[config.mk]
export PLATFORM = sky130hd
export DESIGN_NAME = output_compare_channel
export DESIGN_NICKNAME = d
export VERILOG_FILES = /design/src/rtl/output_compare_pkg.sv /design/src/rtl/output_compare_channel.sv
export SDC_FILE = /design/constraint.sdc
export NUM_CORES = 1
export LEC_CHECK = 0
export BUFFER_PORTS_ARGS = -buffer_cell sky130_fd_sc_hd__clkbuf_2
export CORE_MARGIN = 2
export CORE_UTILIZATION = 49
export CTS_CLUSTER_DIAMETER = 40
export DETAILED_ROUTE_END_ITERATION = 6
export MAX_ROUTING_LAYER = met4
export PLACE_DENSITY_LB_ADDON = 0.12
export SYNTH_ARGS = -nofsm -noshare
export SYNTH_HDL_FRONTEND = slang
export SYNTH_SLANG_ARGS = --single-unit
[constraint.sdc]
create_clock -name clock -period 4 [get_ports clock]
set_clock_uncertainty 0.2 [all_clocks]
set_input_delay 0 -clock clock [delete_from_list [all_inputs] [get_ports clock]]
set_output_delay 0 -clock clock [all_outputs]
set_load 0.1 [all_outputs]
[src/rtl/output_compare_pkg.sv]
// Functional notes
// - The timebase select bit picks the second timer when 1, the first timer when 0.
// - The mode decides whether one compare value or both are checked against the count.
// - The pin changes level when the count equals the relevant compare value.
// - Mode 000 disables the channel, raises no interrupt and hands the pin to the port latch.
// - Mode 001 starts low, goes high on a match and interrupts on that rising edge.
// - Mode 010 starts high, goes low on a match and interrupts on that falling edge.
// - Mode 011 keeps the present level, toggles on each match and interrupts on both edges.
// - Mode 100 starts low, makes one pulse and interrupts on its falling edge.
// - Mode 101 starts low, makes repeated pulses and interrupts on each falling edge.
// - Mode 110 is PWM without fault, no interrupt, start level 1 unless primary is zero.
// - Mode 111 is PWM with fault, interrupting on a falling edge of the fault input.
// - A read-only fault flag is set on a PWM fault and cleared by any write to the control register.
// - With idle halt set the compare matches and the PWM rollover freeze while the processor idles.
// - Unimplemented control bits 15 to 14 and 12 to 5 read as zero.
package output_compare_pkg;
   localparam logic [1:0] ADDR_CONTROL = 2'h0;
   localparam logic [1:0] ADDR_PRIMARY = 2'h1;
   localparam logic [1:0] ADDR_SECONDARY = 2'h2;
   localparam logic [1:0] ADDR_IRQ_STATUS = 2'h3;
   localparam logic [1:0] ADDR_IRQ_ENABLE = 2'h0;
   localparam logic [1:0] ADDR_IRQ_CLEAR = 2'h3;
   localparam int BIT_IDLE_HALT = 13;
   localparam int BIT_FAULT_FLAG = 4;
   localparam int BIT_TIMEBASE = 3;
   localparam logic [15:0] CONTROL_WRITE_MASK = 16'h200F;
   localparam logic [15:0] CONTROL_RESET = 16'h0000;
   localparam int IRQ_BIT_COMPARE = 0;
   localparam int IRQ_BIT_FAULT = 1;
   localparam logic [1:0] IRQ_RESET = 2'h0;
   typedef enum logic [2:0] {
      MODE_OFF = 3'h0,
      MODE_RISE_ONCE = 3'h1,
      MODE_FALL_ONCE = 3'h2,
      MODE_TOGGLE = 3'h3,
      MODE_DELAYED_ONE = 3'h4,
      MODE_PULSES = 3'h5,
      MODE_PWM = 3'h6,
      MODE_PWM_FAULT = 3'h7
   } compare_mode_t;
endpackage

[src/rtl/output_compare_channel.sv]
// Design decisions made here: the address map and the strobed register port.
`timescale 1ns/1ps
module output_compare_channel #(
   parameter int WIDTH = 16
) (
   // clock and reset
   input wire logic clock,
   input wire logic reset_n,
   // register port; the extra select bit reaches interrupt enable/clear
   input wire logic [1:0] regAddr,
   input wire logic regHigh,
   input wire logic [15:0] regWriteData,
   input wire logic regWrite,
   input wire logic regRead,
   output logic [15:0] regReadData,
   // time bases and their period rollover pulses
   input wire logic [WIDTH-1:0] firstTimer,
   input wire logic firstTimerRollover,
   input wire logic [WIDTH-1:0] secondTimer,
   input wire logic secondTimerRollover,
   // system
   input wire logic cpuIdle,
   input wire logic portLatch,
   input wire logic firstFaultInput_n,
   // pin and interrupt
   output logic compareOutputPin,
   output logic interrupt
);
   typedef struct packed {
      logic [15:0] control;
      logic [WIDTH-1:0] primary;
      logic [WIDTH-1:0] secondary;
      logic [1:0] irqStatus;
      logic [1:0] irqEnable;
      logic pin;
      logic done;
      logic faultSeen;
      logic lastFault_n;
      logic [15:0] readData;
   } state_t;

   state_t state;
   state_t next_state;
   output_compare_pkg::compare_mode_t mode;
   logic [WIDTH-1:0] count;
   logic rollover;
   logic running;
   logic matchPrimary;
   logic matchSecondary;
   logic nextPin;
   logic faultFall;
   logic modeWrite;

   assign mode = output_compare_pkg::compare_mode_t'(state.control[2:0]);
   // time base select
   assign count = state.control[output_compare_pkg::BIT_TIMEBASE] ?
                  secondTimer : firstTimer;
   assign rollover = state.control[output_compare_pkg::BIT_TIMEBASE] ?
                     secondTimerRollover : firstTimerRollover;
   // freeze in idle only when asked to
   assign running = !(state.control[output_compare_pkg::BIT_IDLE_HALT]
                      && cpuIdle);
   assign matchPrimary = running && (count == state.primary);
   assign matchSecondary = running && (count == state.secondary);
   assign faultFall = state.lastFault_n && !firstFaultInput_n;
   assign modeWrite = regWrite && !regHigh &&
                      regAddr == output_compare_pkg::ADDR_CONTROL;

   always_comb begin
      next_state = state;
      nextPin = state.pin;
      next_state.lastFault_n = firstFaultInput_n;
      next_state.readData = 16'h0000;
      if (regRead) begin
         if (regHigh) begin
            next_state.readData = (regAddr ==
               output_compare_pkg::ADDR_IRQ_ENABLE) ?
               {14'h0000, state.irqEnable} : 16'h0000;
         end else begin
            unique case (regAddr)
               output_compare_pkg::ADDR_CONTROL:
                  next_state.readData = state.control;
               output_compare_pkg::ADDR_PRIMARY:
                  next_state.readData = 16'(state.primary);
               output_compare_pkg::ADDR_SECONDARY:
                  next_state.readData = 16'(state.secondary);
               output_compare_pkg::ADDR_IRQ_STATUS:
                  next_state.readData = {14'h0000, state.irqStatus};
            endcase
         end
      end
      // pin sequencing
      unique case (mode)
         output_compare_pkg::MODE_OFF: begin
            nextPin = portLatch;
         end
         output_compare_pkg::MODE_RISE_ONCE: begin
            if (matchPrimary) begin
               nextPin = 1'b1;
            end
         end
         output_compare_pkg::MODE_FALL_ONCE: begin
            if (matchPrimary) begin
               nextPin = 1'b0;
            end
         end
         output_compare_pkg::MODE_TOGGLE: begin
            if (matchPrimary) begin
               nextPin = !state.pin;
            end
         end
         output_compare_pkg::MODE_DELAYED_ONE,
         output_compare_pkg::MODE_PULSES: begin
            // a single pulse stops after its falling edge
            if (matchSecondary && state.pin) begin
               nextPin = 1'b0;
               next_state.done = (mode ==
                  output_compare_pkg::MODE_DELAYED_ONE);
            end else if (matchPrimary && !state.done) begin
               nextPin = 1'b1;
            end
         end
         output_compare_pkg::MODE_PWM,
         output_compare_pkg::MODE_PWM_FAULT: begin
            // duty zero keeps the pin low all period
            if (running && rollover) begin
               nextPin = (state.primary != '0);
            end
            if (matchPrimary) begin
               nextPin = 1'b0;
            end
            if (mode == output_compare_pkg::MODE_PWM_FAULT) begin
               if (faultFall) begin
                  next_state.faultSeen = 1'b1;
               end
               if (next_state.faultSeen) begin
                  nextPin = 1'b0;
               end
            end
         end
      endcase
      // interrupt sources; set wins over clear
      if (regWrite && regHigh &&
          regAddr == output_compare_pkg::ADDR_IRQ_CLEAR) begin
         next_state.irqStatus = state.irqStatus & ~regWriteData[1:0];
      end
      if (regWrite && regHigh &&
          regAddr == output_compare_pkg::ADDR_IRQ_ENABLE) begin
         next_state.irqEnable = regWriteData[1:0];
      end
      unique case (mode)
         output_compare_pkg::MODE_RISE_ONCE: begin
            if (nextPin && !state.pin) begin
               next_state.irqStatus[output_compare_pkg::IRQ_BIT_COMPARE] =
                  1'b1;
            end
         end
         output_compare_pkg::MODE_FALL_ONCE,
         output_compare_pkg::MODE_DELAYED_ONE,
         output_compare_pkg::MODE_PULSES: begin
            if (!nextPin && state.pin) begin
               next_state.irqStatus[output_compare_pkg::IRQ_BIT_COMPARE] =
                  1'b1;
            end
         end
         output_compare_pkg::MODE_TOGGLE: begin
            if (nextPin != state.pin) begin
               next_state.irqStatus[output_compare_pkg::IRQ_BIT_COMPARE] =
                  1'b1;
            end
         end
         output_compare_pkg::MODE_PWM_FAULT: begin
            if (faultFall) begin
               next_state.irqStatus[output_compare_pkg::IRQ_BIT_FAULT] =
                  1'b1;
            end
         end
         default: begin
            // off and plain PWM raise nothing
         end
      endcase
      next_state.pin = nextPin;
      // control writes; fault flag is not writable
      if (regWrite && !regHigh) begin
         unique case (regAddr)
            output_compare_pkg::ADDR_CONTROL:
               next_state.control = regWriteData &
                  output_compare_pkg::CONTROL_WRITE_MASK;
            output_compare_pkg::ADDR_PRIMARY:
               next_state.primary = regWriteData[WIDTH-1:0];
            output_compare_pkg::ADDR_SECONDARY:
               next_state.secondary = regWriteData[WIDTH-1:0];
            default: begin
            end
         endcase
      end
      if (modeWrite) begin
         // entering a mode sets its start level
         next_state.done = 1'b0;
         next_state.faultSeen = 1'b0;
         unique case (regWriteData[2:0])
            3'h1, 3'h4, 3'h5: next_state.pin = 1'b0;
            3'h2: next_state.pin = 1'b1;
            3'h6, 3'h7: next_state.pin =
               (next_state.primary != '0);
            default: begin
            end
         endcase
      end
      next_state.control[output_compare_pkg::BIT_FAULT_FLAG] =
         next_state.faultSeen;
   end

   always_ff @(posedge clock or negedge reset_n) begin
      if (!reset_n) begin
         state <= '0;
      end else begin
         state <= next_state;
      end
   end

   assign regReadData = state.readData;
   assign compareOutputPin = state.pin;
   assign interrupt = |(state.irqStatus & state.irqEnable);

   a_fault_forces_low: assert property (@(posedge clock) disable iff (!reset_n)
      (mode == output_compare_pkg::MODE_PWM_FAULT && state.faultSeen &&
       !modeWrite) |=> !compareOutputPin)
      else $error("pin not low after fault");
   a_fault_sets_flag: assert property (@(posedge clock) disable iff (!reset_n)
      (mode == output_compare_pkg::MODE_PWM_FAULT && faultFall && !modeWrite)
      |=> state.control[4] && state.irqStatus[1])
      else $error("fault not flagged");
   a_off_follows_latch: assert property (@(posedge clock) disable iff
      (!reset_n) (mode == output_compare_pkg::MODE_OFF && !modeWrite)
      |=> compareOutputPin == $past(portLatch))
      else $error("disabled pin not from latch");
   a_rise_on_match: assert property (@(posedge clock) disable iff (!reset_n)
      (mode == output_compare_pkg::MODE_RISE_ONCE && matchPrimary &&
       !compareOutputPin && !modeWrite) |=> compareOutputPin &&
       state.irqStatus[0])
      else $error("no rise on match");
   a_fall_on_match: assert property (@(posedge clock) disable iff (!reset_n)
      (mode == output_compare_pkg::MODE_FALL_ONCE && matchPrimary &&
       !modeWrite) |=> !compareOutputPin)
      else $error("no fall on match");
   a_toggle_on_match: assert property (@(posedge clock) disable iff
      (!reset_n) (mode == output_compare_pkg::MODE_TOGGLE && matchPrimary &&
       !modeWrite) |=> compareOutputPin != $past(compareOutputPin))
      else $error("no toggle on match");
   a_pulse_secondary: assert property (@(posedge clock) disable iff
      (!reset_n) (mode == output_compare_pkg::MODE_PULSES && matchSecondary
      && compareOutputPin && !modeWrite) |=> !compareOutputPin)
      else $error("pulse not ended");
   a_idle_freezes: assert property (@(posedge clock) disable iff (!reset_n)
      (!running && mode == output_compare_pkg::MODE_TOGGLE && !modeWrite)
      |=> $stable(compareOutputPin))
      else $error("pin moved in idle");
   a_reserved_zero: assert property (@(posedge clock) disable iff (!reset_n)
      (regRead && !regHigh && regAddr == output_compare_pkg::ADDR_CONTROL)
      |=> (regReadData & 16'hDFE0) == 16'h0000)
      else $error("reserved bits set");

   // modes without an interrupt source must leave the status alone
   a_off_no_irq: assert property (
      @(posedge clock) disable iff (!reset_n)
      (mode == output_compare_pkg::MODE_OFF && !regWrite)
      |=> $stable(state.irqStatus))
      else $error("status moved while off");

   a_pwm_no_irq: assert property (
      @(posedge clock) disable iff (!reset_n)
      (mode == output_compare_pkg::MODE_PWM && !regWrite)
      |=> $stable(state.irqStatus))
      else $error("status moved in plain pwm");

   a_rise_start_low: assert property (
      @(posedge clock) disable iff (!reset_n)
      (modeWrite && regWriteData[2:0] == 3'h1)
      |=> !compareOutputPin)
      else $error("rise mode not started low");

   a_fall_start_high: assert property (
      @(posedge clock) disable iff (!reset_n)
      (modeWrite && regWriteData[2:0] == 3'h2)
      |=> compareOutputPin)
      else $error("fall mode not started high");

   a_fall_irq: assert property (
      @(posedge clock) disable iff (!reset_n)
      (mode == output_compare_pkg::MODE_FALL_ONCE && matchPrimary &&
       compareOutputPin && !modeWrite) |=> state.irqStatus[0])
      else $error("no interrupt on fall");

   a_toggle_irq: assert property (
      @(posedge clock) disable iff (!reset_n)
      (mode == output_compare_pkg::MODE_TOGGLE && matchPrimary &&
       !modeWrite) |=> state.irqStatus[0])
      else $error("no interrupt on toggle");

   a_single_stops: assert property (
      @(posedge clock) disable iff (!reset_n)
      (mode == output_compare_pkg::MODE_DELAYED_ONE && state.done &&
       !modeWrite) |=> !compareOutputPin)
      else $error("second pulse in single mode");

   a_pulse_irq: assert property (
      @(posedge clock) disable iff (!reset_n)
      (mode == output_compare_pkg::MODE_PULSES && matchSecondary &&
       compareOutputPin && !modeWrite) |=> state.irqStatus[0])
      else $error("no interrupt on pulse end");

   a_pulse_rise: assert property (
      @(posedge clock) disable iff (!reset_n)
      (mode == output_compare_pkg::MODE_PULSES && matchPrimary &&
       !matchSecondary && !modeWrite) |=> compareOutputPin)
      else $error("pulse not started");

   a_pwm_start_level: assert property (
      @(posedge clock) disable iff (!reset_n)
      (modeWrite && regWriteData[2:0] == 3'h6)
      |=> compareOutputPin == (state.primary != '0))
      else $error("pwm start level wrong");

   // a zero duty would be contradicted at once, so it is left out here
   a_rollover_raises: assert property (
      @(posedge clock) disable iff (!reset_n)
      (mode == output_compare_pkg::MODE_PWM && running && rollover &&
       !matchPrimary && state.primary != '0 && !regWrite)
      |=> compareOutputPin)
      else $error("pin not raised at rollover");

   a_flag_readonly: assert property (
      @(posedge clock) disable iff (!reset_n)
      (regWrite && !regHigh &&
       regAddr == output_compare_pkg::ADDR_CONTROL)
      |=> !state.control[output_compare_pkg::BIT_FAULT_FLAG])
      else $error("fault flag kept over control write");

   a_flag_mode_only: assert property (
      @(posedge clock) disable iff (!reset_n)
      (mode != output_compare_pkg::MODE_PWM_FAULT) |-> !state.faultSeen)
      else $error("fault flag outside fault mode");

   c_pwm_rollover: cover property (@(posedge clock)
      mode == output_compare_pkg::MODE_PWM && running && rollover);
   c_toggle: cover property (@(posedge clock)
      mode == output_compare_pkg::MODE_TOGGLE && matchPrimary);
   c_pulse_done: cover property (@(posedge clock) state.done);
   c_fault: cover property (@(posedge clock) state.faultSeen);
   c_irq: cover property (@(posedge clock) interrupt);
endmodule // output_compare_channel

After elaboration in Yosys (flattened, before gate mapping)
Index checks and enable logic that the tools add are counted.
{"block": "word_totals", "register_bits": 61}
{"block": "op_classes", "mux": 35, "n_reduce_logical": 38, "n_bitwise": 3, "eq_ne": 19}
{"operator": "16-bit two-way mux", "count": 5}
{"operator": "16-bit case mux with 4 select lines", "count": 1}
{"operator": "16-bit == test", "count": 2}
{"operator": "32-bit two-way mux", "count": 1}
{"operator": "16-bit nonzero test", "count": 2}
{"operator": "3-bit == test, second input constant", "count": 8}
{"operator": "1-bit two-way mux", "count": 22}
{"operator": "1-bit logical AND", "count": 14}
{"operator": "3-bit by 2-bit == test with 1-bit output, second input constant", "count": 3}
{"operator": "2-bit AND reduction", "count": 4}
{"operator": "2-bit nonzero test", "count": 4}
{"operator": "2-bit OR reduction", "count": 4}
{"operator": "3-bit by 1-bit == test with 1-bit output, second input constant", "count": 2}
{"operator": "1-bit logical NOT", "count": 6}
{"operator": "1-bit case mux with 3 select lines", "count": 2}
{"operator": "1-bit case mux with 6 select lines", "count": 1}
{"operator": "3-bit OR reduction", "count": 2}
{"operator": "2-bit AND", "count": 2}
{"operator": "2-bit == test, second input constant", "count": 2}
{"operator": "2-bit two-way mux", "count": 2}
{"operator": "3-bit logical NOT", "count": 1}
{"operator": "3-bit two-way mux", "count": 1}
{"operator": "2-bit by 1-bit == test with 1-bit output, second input constant", "count": 1}
{"operator": "2-bit logical NOT", "count": 1}
{"operator": "other kinds (2)", "count": 2}

Logic depth before layout (Yosys ltp)
Gate-level depths: netlist of run 1.
{"block": "logic_depth", "depth_word": 12, "depth_mapped": 19, "ltp_nobuf": 17}

Least setup slack after synthesis of run 1
OpenSTA, ideal clock, no wires.
{"block": "synth_path", "path_type": "register -> register", "from": "reg state[59] in the netlist's numbering", "to": "reg state[22] in the netlist's numbering", "path_slack_ns": 0.573, "stages_incl_launch_ff": 20, "setup_ns": 0.130, "path_buffers": 2, "arrival_time_ns": 3.097, "cell_sequence": "dfrtp_1 -> buf_6 -> buf_12 -> mux2i_4 -> xnor2_1 -> nor4_1 -> nand2_1 -> or2_2 -> ha_1 -> nand2_1 -> o21ai_0 -> o22ai_1 -> o221ai_2 -> and2_1 -> ha_1 -> inv_1 -> mux2i_1 -> nor2_1 -> a31oi_1 -> o21ai_0"}
{"element": "start, declared", "line": "output_compare_channel.sv:42", "rtl": "state_t state;"}
{"element": "start signal, assigned", "line": "output_compare_channel.sv:218", "rtl": "state <= next_state;"}

==> key figures, run 1 <==
Synth
  • Share of synthesized registers carrying an async set or reset: 100%
  • Yosys reg bits: between 60 and 70
  • Synth Area per Inst: between 10 and 15 um2
  • Synthesized Nets: 370
  • Post-synthesis sequential area ratio: approximately 44%
  • Synth area leader: dfrtp_1
  • Post-synth EDFFs: 0
  • Synth Warn #: 0
  • Mapped Area: around 0.0034 mm2
  • Mapped Cells: roughly 310
  • Area contributors post-synth: dfrtp_1 (44%), mux2_2 (12%), xnor2_1 (7.6%), mux2i_1 (4.1%), buf_4 (3.5%)
  • Cell variety after synth: 44
  • Area share of the largest cell type after synthesis: roughly 44%
  • Synth cell count leaders: dfrtp_1 (61), mux2_2 (38), xnor2_1 (30), nor2_1 (28), buf_4 (16)
  • Top FF cell, synth: dfrtp_1
  • Top-count cell post-synth: dfrtp_1

Pwr
  • Leak pwr: approximately 0.0019 uW
  • VDD IR-drop max: about 0.00022 V
  • Comb pwr share: ~37%
  • Sw Ratio: a little under two fifths
  • Clk pwr share: a little over a fifth
  • Switch Pwr: ~800 uW
  • Int Power: between 1000 and 1500 uW
  • P per Cell Area: 493 mW/mm2
  • Sequential fraction of design power: approximately 40%
  • PnR Total Power: about 2100 uW

Timing
  • Fin Hold WS: roughly 67 ps
  • Slew HR: 33.4%
  • Period utilization: 92.6%
  • F_max: between 200 and 300 MHz
  • Tightest Pin Transition: roughly 1000 ps
  • Hold Vio Cnt, Final: 0
  • Fin crit period: about 3700 ps
  • Setup TNS: 0 ps
  • Slew Limit Fails: 0
  • # setup viols final: 0

Setup path
  • Crit-path max FO: 9
  • Setup CP Type: reg -> reg
  • Number of buffers and inverters on the critical path: 2
  • CP max stage cell: dfrtp_2
  • Worst path required time: ~4000 ps
  • Startpoint types: flip-flop
  • Setup crit end kind: flip-flop
  • R2R Setup Slk: between 200 and 300 ps
  • Crit path largest cell delay: about 430 ps
  • Critical path arrival: 3720 ps
  • Crit-path leading delay family: simple AND/OR/NAND/NOR gates
  • Crit-path cells: buf_6 > mux2i_4 > xnor2_1 > nor4_2 > nand2_1 > or2_4 > ha_1 > nand2_1 > o21ai_0 > o22ai_1 > o221ai_2 > and2_1 > ha_1 > inv_1 > mux2i_1 > nor2_1 > a31oi_1 > o21ai_0

Clock network
  • CTS root buf: clkbuf_8
  • CTS Buf Count: 9
  • CTS clk-pin slew, worst paths: roughly 70 ps
  • H-tree depth: 3
  • Max Root-Sink Buffers: 2
  • CTS tree: built
  • Clock sink count: slightly above 60
  • Clock Latency Late Sink: about 350 ps

Placed design
  • Placer Congestion: 0.988
  • Dpl cells: ~460
  • I/O Buffers: just under 80
  • Dpl hpwl: about 6.2 mm
  • Area post-placement: around 0.0038 mm2

Die
  • FP Rows: 30
  • Chip Height: 87.8 um
  • Core area: about 0.0068 mm2
  • Die X-Extent: around 88 um
  • Starting Density: 50.7%
  • Full die area: between 0.007 and 0.008 mm2
  • Num ports: about 80

Job
  • Maxcap violations: 0

Routing
  • Iteration-0 DRC Markers: 124
  • Post-DR wirelength/cell: ~18 um
  • Vias: approximately 2,700
  • # DRC: 0
  • Via-to-Cell Ratio: 5.40
  • Drt first pass iters: 4
  • Aggregate routed wire length: just under 9 mm
  • Antenna-violating nets left: 0

Cells and area
  • Final instance area: 0.00434 mm2
  • # nets final: about 460
  • Syn-to-layout area delta: 26.1%
  • Layout cells sized above 1: between 30% and 40%
  • Post-Layout Cell Count: 500
  • Fill cell count: 564
  • Inserted Diodes: 0

GRT
  • Grt ovf: 0
  • Number of global-route vias before repair: ~2,600
  • Total GRT Usage: between 20 and 25%
  • Initial antenna violation count: 0
  • First-pass GRT wire length: about 13 mm
  • Largest net degree at the start of global routing: 40

Worst hold path
  • Worst hold path type: in -> reg

Run status
  • Status: finished, final reports clean
## through the flow
stage | util, % | setup WS [ps]
final | 63.9 | 297
after global routing | 63.9 | -3.47
after CTS | 62.3 | 163
after detailed placement | 56.4 | 182
after global placement | 56.4 | 348
after floorplan | - | 573
## registers in the layout, indices dropped and copies added, names as in the netlist
| name | flops |
|---|---|
| mode | 3 |
| state | 41 |
| compareOutputPin | 1 |
| regReadData | 16 |
## cell usage in the layout, fill, tap and decap left out, types with 2 or more instances in the layout
master,count
a21boi_0,2
a21oi_1,5
a22oi_1,11
a31oi_1,2
buf_4,8
clkbuf_1,3
clkbuf_2,77
clkbuf_8,10
clkinv_2,2
dfrtp_1,60
dlygate4sd3_1,24
ha_1,4
inv_1,4
mux2_2,38
mux2i_1,8
mux2i_2,8
mux2i_4,6
mux4_2,2
nand2_1,13
nand2b_1,5
nand3_1,5
nand4_1,2
nor2_1,28
nor2b_1,4
nor3_1,7
nor4_1,6
nor4_2,3
o21ai_0,5
xnor2_1,30
xor2_1,3
## cell type report
type | count | area [um2] | area share (%)
inverters | 4 | 15.0 | 0.346
flip-flops and latches | 61 | 1530 | 35.2
clock inverters | 2 | 10.0 | 0.231
well taps | 96 | 120 | 2.77
multi-input cells | 212 | 1780 | 41.0
repair buffers | 112 | 742 | 17.1
clock buffers | 13 | 149 | 3.43
## worst register-to-register path, delay by kind of cell, from the launching register on
family	cells	cell delay (ps)
and+or+nand+nor	6	960
AOI/OAI and AO/OA	5	650
adders and majority gates	2	530
DFF	1	430
muxes	2	410
buffers and inverters	2	280
xor gates and xnor gates	1	110
## path summary, 6_finish.rpt
path,end,start,cells after the start
worst min register to register,state[23],state[23],1
min in group asynchronous,state[16],reset_n,2
worst max-delay path,state[22],state[59],18
worst min-delay path,regReadData[1],regAddr[0],4
max in group asynchronous,regReadData[3],reset_n,3
worst max register to register,state[22],state[59],18
## logic make-up (layout without fill, tap and decap cells)
kind of cell,after synthesis,in the layout,share of synthesized area (%)
flip-flops,61,61,44.3
XOR/XNOR,33,33,8.40
buffers and inverters,33,131,6.11
multiplexers,62,62,21.5
AND/OR/NAND/NOR,79,79,11.3
AO/OA/AOI/OAI,34,34,6.87
adder cells (fa/ha/maj),4,4,1.45
## what timing repair did
action / 4_1_cts / 5_1_grt
endpoints found under the setup margin: 0 / 1
setup buffers: 0 / 1
endpoints found under the hold margin: 88 / 0
hold buffers: 24 / 0
gates resized for setup: 0 / 15
## layer usage
layer,wire [um],share of wire (%),GRT usage [%],up-vias
met4,178,2.0,9.51,0
met2,3990,45,34.7,102
met1,4050,46,33.6,1320
met5,0,0,-,-
li1,-,-,-,1260
met3,569,6.5,4.62,17
## power by group through the flow
stage               combinational, uW  sequential, uW  clock [uW]
finish                            796             873         469
global route                      855             888         504
CTS                               753             868         477
detailed placement                731             880           0
global placement                  721             878           0
floorplan                         565             864           0
Note: power is estimated with default switching activity, not from simulation.
==> inputs of run 2 (changes only) <==
--- a/config.mk
+++ b/config.mk
@@ -5,10 +5,11 @@
 export SDC_FILE = /design/constraint.sdc
 export NUM_CORES = 1
 export LEC_CHECK = 0
+export ABC_AREA = 1
 export BUFFER_PORTS_ARGS = -buffer_cell sky130_fd_sc_hd__clkbuf_2
 export CORE_MARGIN = 2
 export CORE_UTILIZATION = 49
-export CTS_CLUSTER_DIAMETER = 40
+export CTS_CLUSTER_DIAMETER = 100
 export DETAILED_ROUTE_END_ITERATION = 6
 export MAX_ROUTING_LAYER = met4
 export PLACE_DENSITY_LB_ADDON = 0.12
==> key figures, run 2 <==
Run status
  • Status: finished, final reports clean (unchanged)

Die
  • Die X-Extent: 92.6 um (was 87.8 um)
  • FP Rows: 32 (was 30)
  • Chip Height: 92.6 um (was 87.8 um)
  • Core area: 0.00765 mm2 (was 0.00679 mm2)
  • Full die area: 0.00857 mm2 (was 0.00771 mm2)
  • Num ports: 78 (unchanged)
  • Starting Density: 50.3% (was 50.7%)

Placed design
  • Placer Congestion: 0.890 (was 0.988)
  • Dpl hpwl: 7.55 mm (was 6.25 mm)
  • I/O Buffers: 77 (unchanged)
  • Area post-placement: 0.00416 mm2 (was 0.00383 mm2)

Pwr
  • Sw Ratio: 41.2% (was 37.8%)
  • Leak pwr: 0.00249 uW (was 0.00190 uW)
  • P per Cell Area: 452 mW/mm2 (was 493 mW/mm2)
  • VDD IR-drop max: 0.000209 V (was 0.000223 V)
  • Int Power: 1210 uW (was 1330 uW)
  • Clk pwr share: 23.4% (was 21.9%)
  • Comb pwr share: 36.7% (was 37.2%)
  • Sequential fraction of design power: 39.9% (was 40.8%)
  • Switch Pwr: 849 uW (was 808 uW)

Clock network
  • CTS Buf Count: 9 (unchanged)
  • CTS tree: built (unchanged)
  • Max Root-Sink Buffers: 2 (unchanged)
  • Hold Buf Count CTS: 24 (unchanged)
  • Clock Latency Late Sink: 340 ps (was 350 ps)
  • Post_cts resized: 0 (unchanged)
  • H-tree depth: 3 (unchanged)
  • Clock sink count: 61 (unchanged)
  • CTS root buf: clkbuf_8 (unchanged)
  • Post-CTS Setup Repair Bufs: 0 (unchanged)
  • CTS clk-pin slew, worst paths: 70 ps (about the same)

Setup path
  • Startpoint types: flip-flop (unchanged)
  • CP max stage cell: dfrtp_1 (was dfrtp_2)
  • Crit path largest cell delay: 530 ps (was 430 ps)
  • Crit-path cells: buf_4 > nand2_1 > nand2_1 > xor2_1 > nand2_1 > nor2_2 > nand3_1 > ha_1 > nand2_1 > nand4_1 > a21oi_1 > nand2_1 > nand2_2 > inv_2 > ha_1 > o22ai_1 > a21oi_1 > o31ai_1 (was buf_6 > mux2i_4 > xnor2_1 > nor4_2 > nand2_1 > or2_4 > ha_1 > nand2_1 > o21ai_0 > o22ai_1 > o221ai_2 > and2_1 > ha_1 > inv_1 > mux2i_1 > nor2_1 > a31oi_1 > o21ai_0)
  • Worst path required time: 4050 ps (was 4020 ps)
  • R2R Setup Slk: 670 ps (was 300 ps)
  • Critical path arrival: 3380 ps (was 3720 ps)
  • Crit-path max FO: 18 (was 9)
  • Reg2reg start: state[59] (unchanged)
  • R2r endpoint: state[22] (unchanged)
  • Reg2reg path depth: 18 (unchanged)
  • Critical path's most frequent cell: nand2_1
  • Setup CP Type: reg -> reg (unchanged)
  • Setup crit end kind: flip-flop (unchanged)

Synth
  • Area share of the largest cell type after synthesis: 39.7% (was 44.3%)
  • Top-count cell post-synth: nand2_1 (was dfrtp_1)
  • Area contributors post-synth: dfrtp_1 (40%), nand2_1 (17%), inv_1 (7.7%), nand3_1 (5.5%), o21ai_0 (3.5%) (was dfrtp_1 (44%), mux2_2 (12%), xnor2_1 (7.6%), mux2i_1 (4.1%), buf_4 (3.5%))
  • Synth cell count leaders: nand2_1 (175), inv_1 (79), dfrtp_1 (61), nand3_1 (42), nor2_1 (35) (was dfrtp_1 (61), mux2_2 (38), xnor2_1 (30), nor2_1 (28), buf_4 (16))
  • Mapped Area: 0.00384 mm2 (was 0.00344 mm2)
  • Synth area leader: dfrtp_1 (unchanged)
  • Post-synth EDFFs: 0 (unchanged)
  • Mapped Cells: 550 (was 306)
  • Yosys reg bits: 61 (unchanged)
  • Post-synthesis sequential area ratio: 39.7% (was 44.3%)
  • Share of synthesized registers carrying an async set or reset: 100% (unchanged)
  • Synth Warn #: 0 (unchanged)
  • Cell variety after synth: 34 (was 44)
  • Synthesized Nets: 614 (was 370)
  • Top FF cell, synth: dfrtp_1 (unchanged)
  • Synth Area per Inst: 6.99 um2 (was 11.2 um2)

GRT
  • Largest net degree at the start of global routing: 62 (was 40)
  • Initial antenna violation count: 0 (unchanged)
  • Number of global-route vias before repair: 3,639 (was 2,627)
  • Total GRT Usage: 26.5% (was 24.1%)
  • First-pass GRT wire length: 17.2 mm (was 13.3 mm)
  • Grt ovf: 0 (unchanged)

Timing
  • Fin Hold WS: 126 ps (was 67.2 ps)
  • Tightest Pin Transition: 861 ps (was 999 ps)
  • Hold Vio Cnt, Final: 0 (unchanged)
  • Slew Limit Fails: 0 (unchanged)
  • Period utilization: 83.2% (was 92.6%)
  • F_max: 300 MHz (was 270 MHz)
  • # setup viols final: 0 (unchanged)
  • Slew HR: 42.4% (was 33.4%)
  • Fin crit period: 3330 ps (was 3700 ps)
  • Unrepaired setup endpoints after global routing: no
  • Setup TNS: 0 ps (unchanged)

Cells and area
  • Commonest cells after routing, fill and taps aside: nand2_1 (175), inv_1 (79), clkbuf_2 (77) (was clkbuf_2 (77), dfrtp_1 (60), mux2_2 (38))
  • Final instance area: 0.00456 mm2 (was 0.00434 mm2)
  • Commonest non-fill, non-tap cell in the layout: nand2_1 (was clkbuf_2)
  • Inserted Diodes: 0 (unchanged)
  • Biggest register: state (unchanged)
  • Syn-to-layout area delta: 18.7% (was 26.1%)
  • # nets final: 699 (was 464)
  • Max reg flops: 41 (unchanged)
  • Layout cells sized above 1: 17.9% (was 39.6%)

Routing
  • Iteration-0 DRC Markers: 201 (was 124)
  • Antenna-violating nets left: 0 (unchanged)
  • Post-DR wirelength/cell: 14.0 um (was 17.6 um)
  • Vias: 3,729 (was 2,699)
  • Drt first pass iters: 4 (unchanged)
  • Aggregate routed wire length: 10.3 mm (was 8.79 mm)
  • # DRC: 0 (unchanged)
  • Via-to-Cell Ratio: 5.04 (was 5.40)

Job
  • Maxcap violations: 0 (unchanged)

Worst hold path
  • Hold Path Sink: state[16] (was regReadData[1])
  • Worst hold path type: in -> reg (unchanged)
  • WHS Path Cells: 2 (was 4)
  • Hold_sp: firstFaultInput_n (was regAddr[0])
## run 2: changes by cell type in the layout (fill, tap and decap cells not counted), moves of 11 or more
cell,change
o21ai_1,+12
nand3_1,+37
mux2_2,-38
a21oi_1,+21
xnor2_1,-29
a22oi_1,-11
nand2_1,+162
o21ai_0,+22
inv_1,+75
## run 2: stage by stage
stage          instances  setup slack (ps)  power (uW)  util (%)
5_1_grt              740               421        2210      59.7
2_1_floorplan        550              1200        1390         -
4_1_cts              740               705        2070      59.7
6_report             740               670        2060      59.7
3_3_place_gp         702               875        1550      54.4
3_5_place_dp         702               724        1570      54.4
## run 2: final cells by class
type                    instances  area [um2]
inverters                      84         320
well taps                     102         128
clock buffers                  12         155
fillers                       764        3080
multi-input cells             373        1760
repair buffers                106         663
flip-flops and latches         61        1530
clock inverters                 2        10.0
## run 2: kinds of logic after synthesis
family | after synthesis | synth area share, %
XOR/XNOR | 5 | 1.14
AO/OA/AOI/OAI | 82 | 11.9
flip-flops | 61 | 39.7
adder cells (fa/ha/maj) | 4 | 1.30
buffers and inverters | 116 | 14.5
AND/OR/NAND/NOR | 282 | 31.4
## run 2: how the worst max path moves through the flow
stage / start / to / cells after the start
after detailed placement: state[59] / state[22] / 18
final: state[59] / state[22] / 18
after global routing: state[59] / state[22] / 18
after global placement: state[59] / state[22] / 18
after floorplan: state[59] / state[22] / 20
after CTS: state[59] / state[22] / 18
## run 2: power by group through the flow
stage | Sequential [uW] | Combinational, uW | Clock (uW)
2_1_floorplan | 832 | 561 | 0
3_5_place_dp | 830 | 736 | 0
4_1_cts | 819 | 757 | 495
5_1_grt | 835 | 848 | 524
3_3_place_gp | 828 | 726 | 0
6_report | 823 | 755 | 483
## run 2: metal layers
metal  track usage, %  part of all wire (%)  vias to the layer above
met5                -                     0                        -
met4             7.59                   1.7                        0
met3             4.56                   4.9                       16
met2             41.3                    45                      102
met1             36.0                    48                     1709
li1                 -                     -                     1902
## run 2: critical path, delay by kind of cell (launching register included)
kind	cells	cell delay [ps]
and+or+nand+nor	9	940
adders and majority gates	2	570
DFF	1	530
AOI/OAI and AO/OA	4	520
buffers and inverters	2	320
xor gates and xnor gates	1	160
==> inputs of run 3 (changes only) <==
==> constraint.sdc (replaced) <==
create_clock -name clock -period 2.8 [get_ports clock]
set_clock_uncertainty 0.2 [all_clocks]
set_input_delay 0 -clock clock [delete_from_list [all_inputs] [get_ports clock]]
set_output_delay 0 -clock clock [all_outputs]
set_load 0.1 [all_outputs]
==> key figures, run 3 (synthesis gave the netlist of run 2 again) <==
Run status
  • Status: finished, violations left (was finished, final reports clean)
  • Failing checks: design-rule violations, negative setup slack

Cells and area
  • Commonest cells after routing, fill and taps aside: nand2_1 (159), inv_1 (79), clkbuf_2 (77) (was nand2_1 (175), inv_1 (79), clkbuf_2 (77))
  • Syn-to-layout area delta: 32.3% (was 18.7%)
  • Biggest register: state (unchanged)
  • Commonest non-fill, non-tap cell in the layout: nand2_1 (unchanged)
  • Max reg flops: 41 (unchanged)
  • # nets final: 727 (was 699)
  • Layout cells sized above 1: 25.7% (was 17.9%)
  • Inserted Diodes: 0 (unchanged)
  • Final instance area: 0.00509 mm2 (was 0.00456 mm2)

Setup path
  • R2R Setup Slk: -440 ps (was 670 ps)
  • Critical path arrival: 3280 ps (was 3380 ps)
  • Critical path's most frequent cell: nand2_1 (unchanged)
  • Worst path required time: 2840 ps (was 4050 ps)
  • Number of buffers and inverters on the critical path: 2 (unchanged)
  • Crit-path cells: inv_8 > buf_6 > nand2_1 > nand3_1 > nand2_1 > nor2_1 > nand2_1 > nor2_4 > nand3_4 > ha_4 > nand2_2 > nand4_1 > a21oi_1 > nand2_1 > nand2_2 > ha_4 > o21ai_2 > o22ai_2 > a21oi_2 > o31ai_1 (was buf_4 > nand2_1 > nand2_1 > xor2_1 > nand2_1 > nor2_2 > nand3_1 > ha_1 > nand2_1 > nand4_1 > a21oi_1 > nand2_1 > nand2_2 > inv_2 > ha_1 > o22ai_1 > a21oi_1 > o31ai_1)
  • Crit path largest cell delay: 580 ps (was 530 ps)
  • Crit-path max FO: 7 (was 18)
  • Setup CP Type: reg -> reg (unchanged)
  • Setup crit end kind: flip-flop (unchanged)
  • Crit-path leading delay family: simple AND/OR/NAND/NOR gates (unchanged)
  • CP max stage cell: dfrtp_4 (was dfrtp_1)
  • Startpoint types: flip-flop (unchanged)

Routing
  • DR WL met2: 5.57 mm (was 4.68 mm)
  • Met3 wire len: 790 um (was 503 um)
  • Max Used Layer: met4 (unchanged)
  • # DRC: 1 (was 0)
  • Met1 wire length: 5.06 mm (was 4.99 mm)
  • Via-to-Cell Ratio: 5.22 (was 5.04)
  • Antenna-violating nets left: 0 (unchanged)
  • Aggregate routed wire length: 11.6 mm (was 10.3 mm)
  • Vias: 4,018 (was 3,729)
  • Drt first pass iters: 7 (was 4)
  • Iteration-0 DRC Markers: 234 (was 201)
  • Post-DR wirelength/cell: 15.1 um (was 14.0 um)

Pwr
  • P per Cell Area: 692 mW/mm2 (was 452 mW/mm2)
  • PnR Total Power: 3520 uW (was 2060 uW)
  • Leak pwr: 0.00270 uW (was 0.00249 uW)
  • VDD IR-drop max: 0.000409 V (was 0.000209 V)

Timing
  • F_max: 309 MHz (was 300 MHz)
  • Fin crit period: 3240 ps (was 3330 ps)
  • Final worst setup slack: -436 ps (was 670 ps)
  • Tightest Pin Transition: 1100 ps (was 861 ps)
  • # setup viols final: 2 (was 0)
  • Hold Vio Cnt, Final: 0 (unchanged)
  • Slew Limit Fails: 0 (unchanged)
  • Slew HR: 26.3% (was 42.4%)
  • Period utilization: 116% (was 83.2%)
  • Unrepaired setup endpoints after global routing: yes (was no)

Clock network
  • CTS Buf Count: 9 (unchanged)
  • CTS clk-pin slew, worst paths: 70 ps (about the same)
  • CTS tree: built (unchanged)
  • H-tree depth: 3 (unchanged)
  • Clock sink count: 61 (unchanged)
  • Clock Latency Late Sink: 350 ps (was 340 ps)
  • Max Root-Sink Buffers: 2 (unchanged)
  • CTS root buf: clkbuf_8 (unchanged)

Placed design
  • I/O Buffers: 77 (unchanged)
  • Placer Congestion: 0.937 (was 0.890)
  • Area post-placement: 0.00430 mm2 (was 0.00416 mm2)
  • Dpl hpwl: 7.93 mm (was 7.55 mm)

GRT
  • Number of global-route vias before repair: 3,858 (was 3,639)
  • Total GRT Usage: 28.4% (was 26.5%)
  • Initial antenna violation count: 0 (unchanged)
  • Largest net degree at the start of global routing: 35 (was 62)
  • Grt ovf: 0 (unchanged)
  • First-pass GRT wire length: 18.1 mm (was 17.2 mm)

Die
  • Num ports: 78 (unchanged)
  • Chip Height: 92.6 um (unchanged)
  • FP Rows: 32 (unchanged)
  • Starting Density: 50.3% (unchanged)
  • Die X-Extent: 92.6 um (unchanged)
  • Core area: 0.00765 mm2 (unchanged)
  • Full die area: 0.00857 mm2 (unchanged)

Worst hold path
  • Worst hold path type: in -> async (was in -> reg)

Job
  • Maxcap violations: 0 (unchanged)
run 3: cell type report:
cell class	count	area, um2
fill	680	2560
clock inverter	4	72.6
timing repair buffer	132	935
multi-input combinational	373	1950
sequential	61	1530
inverter	84	323
timing repair inverter	2	15.0
tap	102	128
clock buffer	12	135
run 3: final timing paths:
kind / startpoint / end / cells past startpoint
worst max-delay path: state[59] / state[22] / 20
worst min-delay path: reset_n / regReadData[10] / 2
worst max register to register: state[59] / state[22] / 20
worst min register to register: mode[0] / state[18] / 1
max in group asynchronous: reset_n / state[20] / 3
min in group clock: firstFaultInput_n / state[16] / 2
run 3: power breakdown:
part | total (uW) | leakage (uW) | switching [uW] | internal, uW
clock | 849 | 0.000101 | 348 | 501
sequential | 1190 | 0.000757 | 168 | 1030
combinational | 1480 | 0.00184 | 898 | 578
run 3: metrics by stage:
step                      util, %  TNS [ps]  hold WS (ps)  setup WS (ps)  cells
final                        66.5      -750          43.0           -436    770
after floorplan                 -         0          -496           3.14    550
after global routing         66.5      -899           109           -504    770
after CTS                    64.7      -549          58.6           -325    769
after detailed placement     56.2      -392          -107           -392    717
after global placement       56.2      -221          -112           -221    717
run 3: repair_timing:
item                                    CTS  global route
endpoints found under the hold margin    77             0
setup buffers                             6             3
gates resized for setup                  29            32
endpoints found under the setup margin    1             2
hold buffers                             26             0
cloned                                    4             0
pin swaps                                12            24
run 3: worst register-to-register path: stages (launching register included):
cell     delay [ps]
dfrtp_4         580
inv_8           130
buf_6           100
nand2_1          60
nand3_1          90
nand2_1          50
nor2_1          100
nand2_1         100
nor2_4          150
nand3_4         110
ha_4            230
nand2_2          60
nand4_1          70
a21oi_1         170
nand2_1         120
nand2_2         110
ha_4            130
o21ai_2          60
o22ai_2         200
a21oi_2          70
o31ai_1         240
run 3: routing by layer:
metal | GRT usage (%) | vias up
met1 | 37.0 | 1895
met4 | 10.3 | 0
li1 | - | 1953
met3 | 4.07 | 19
met5 | - | -
met2 | 45.4 | 151
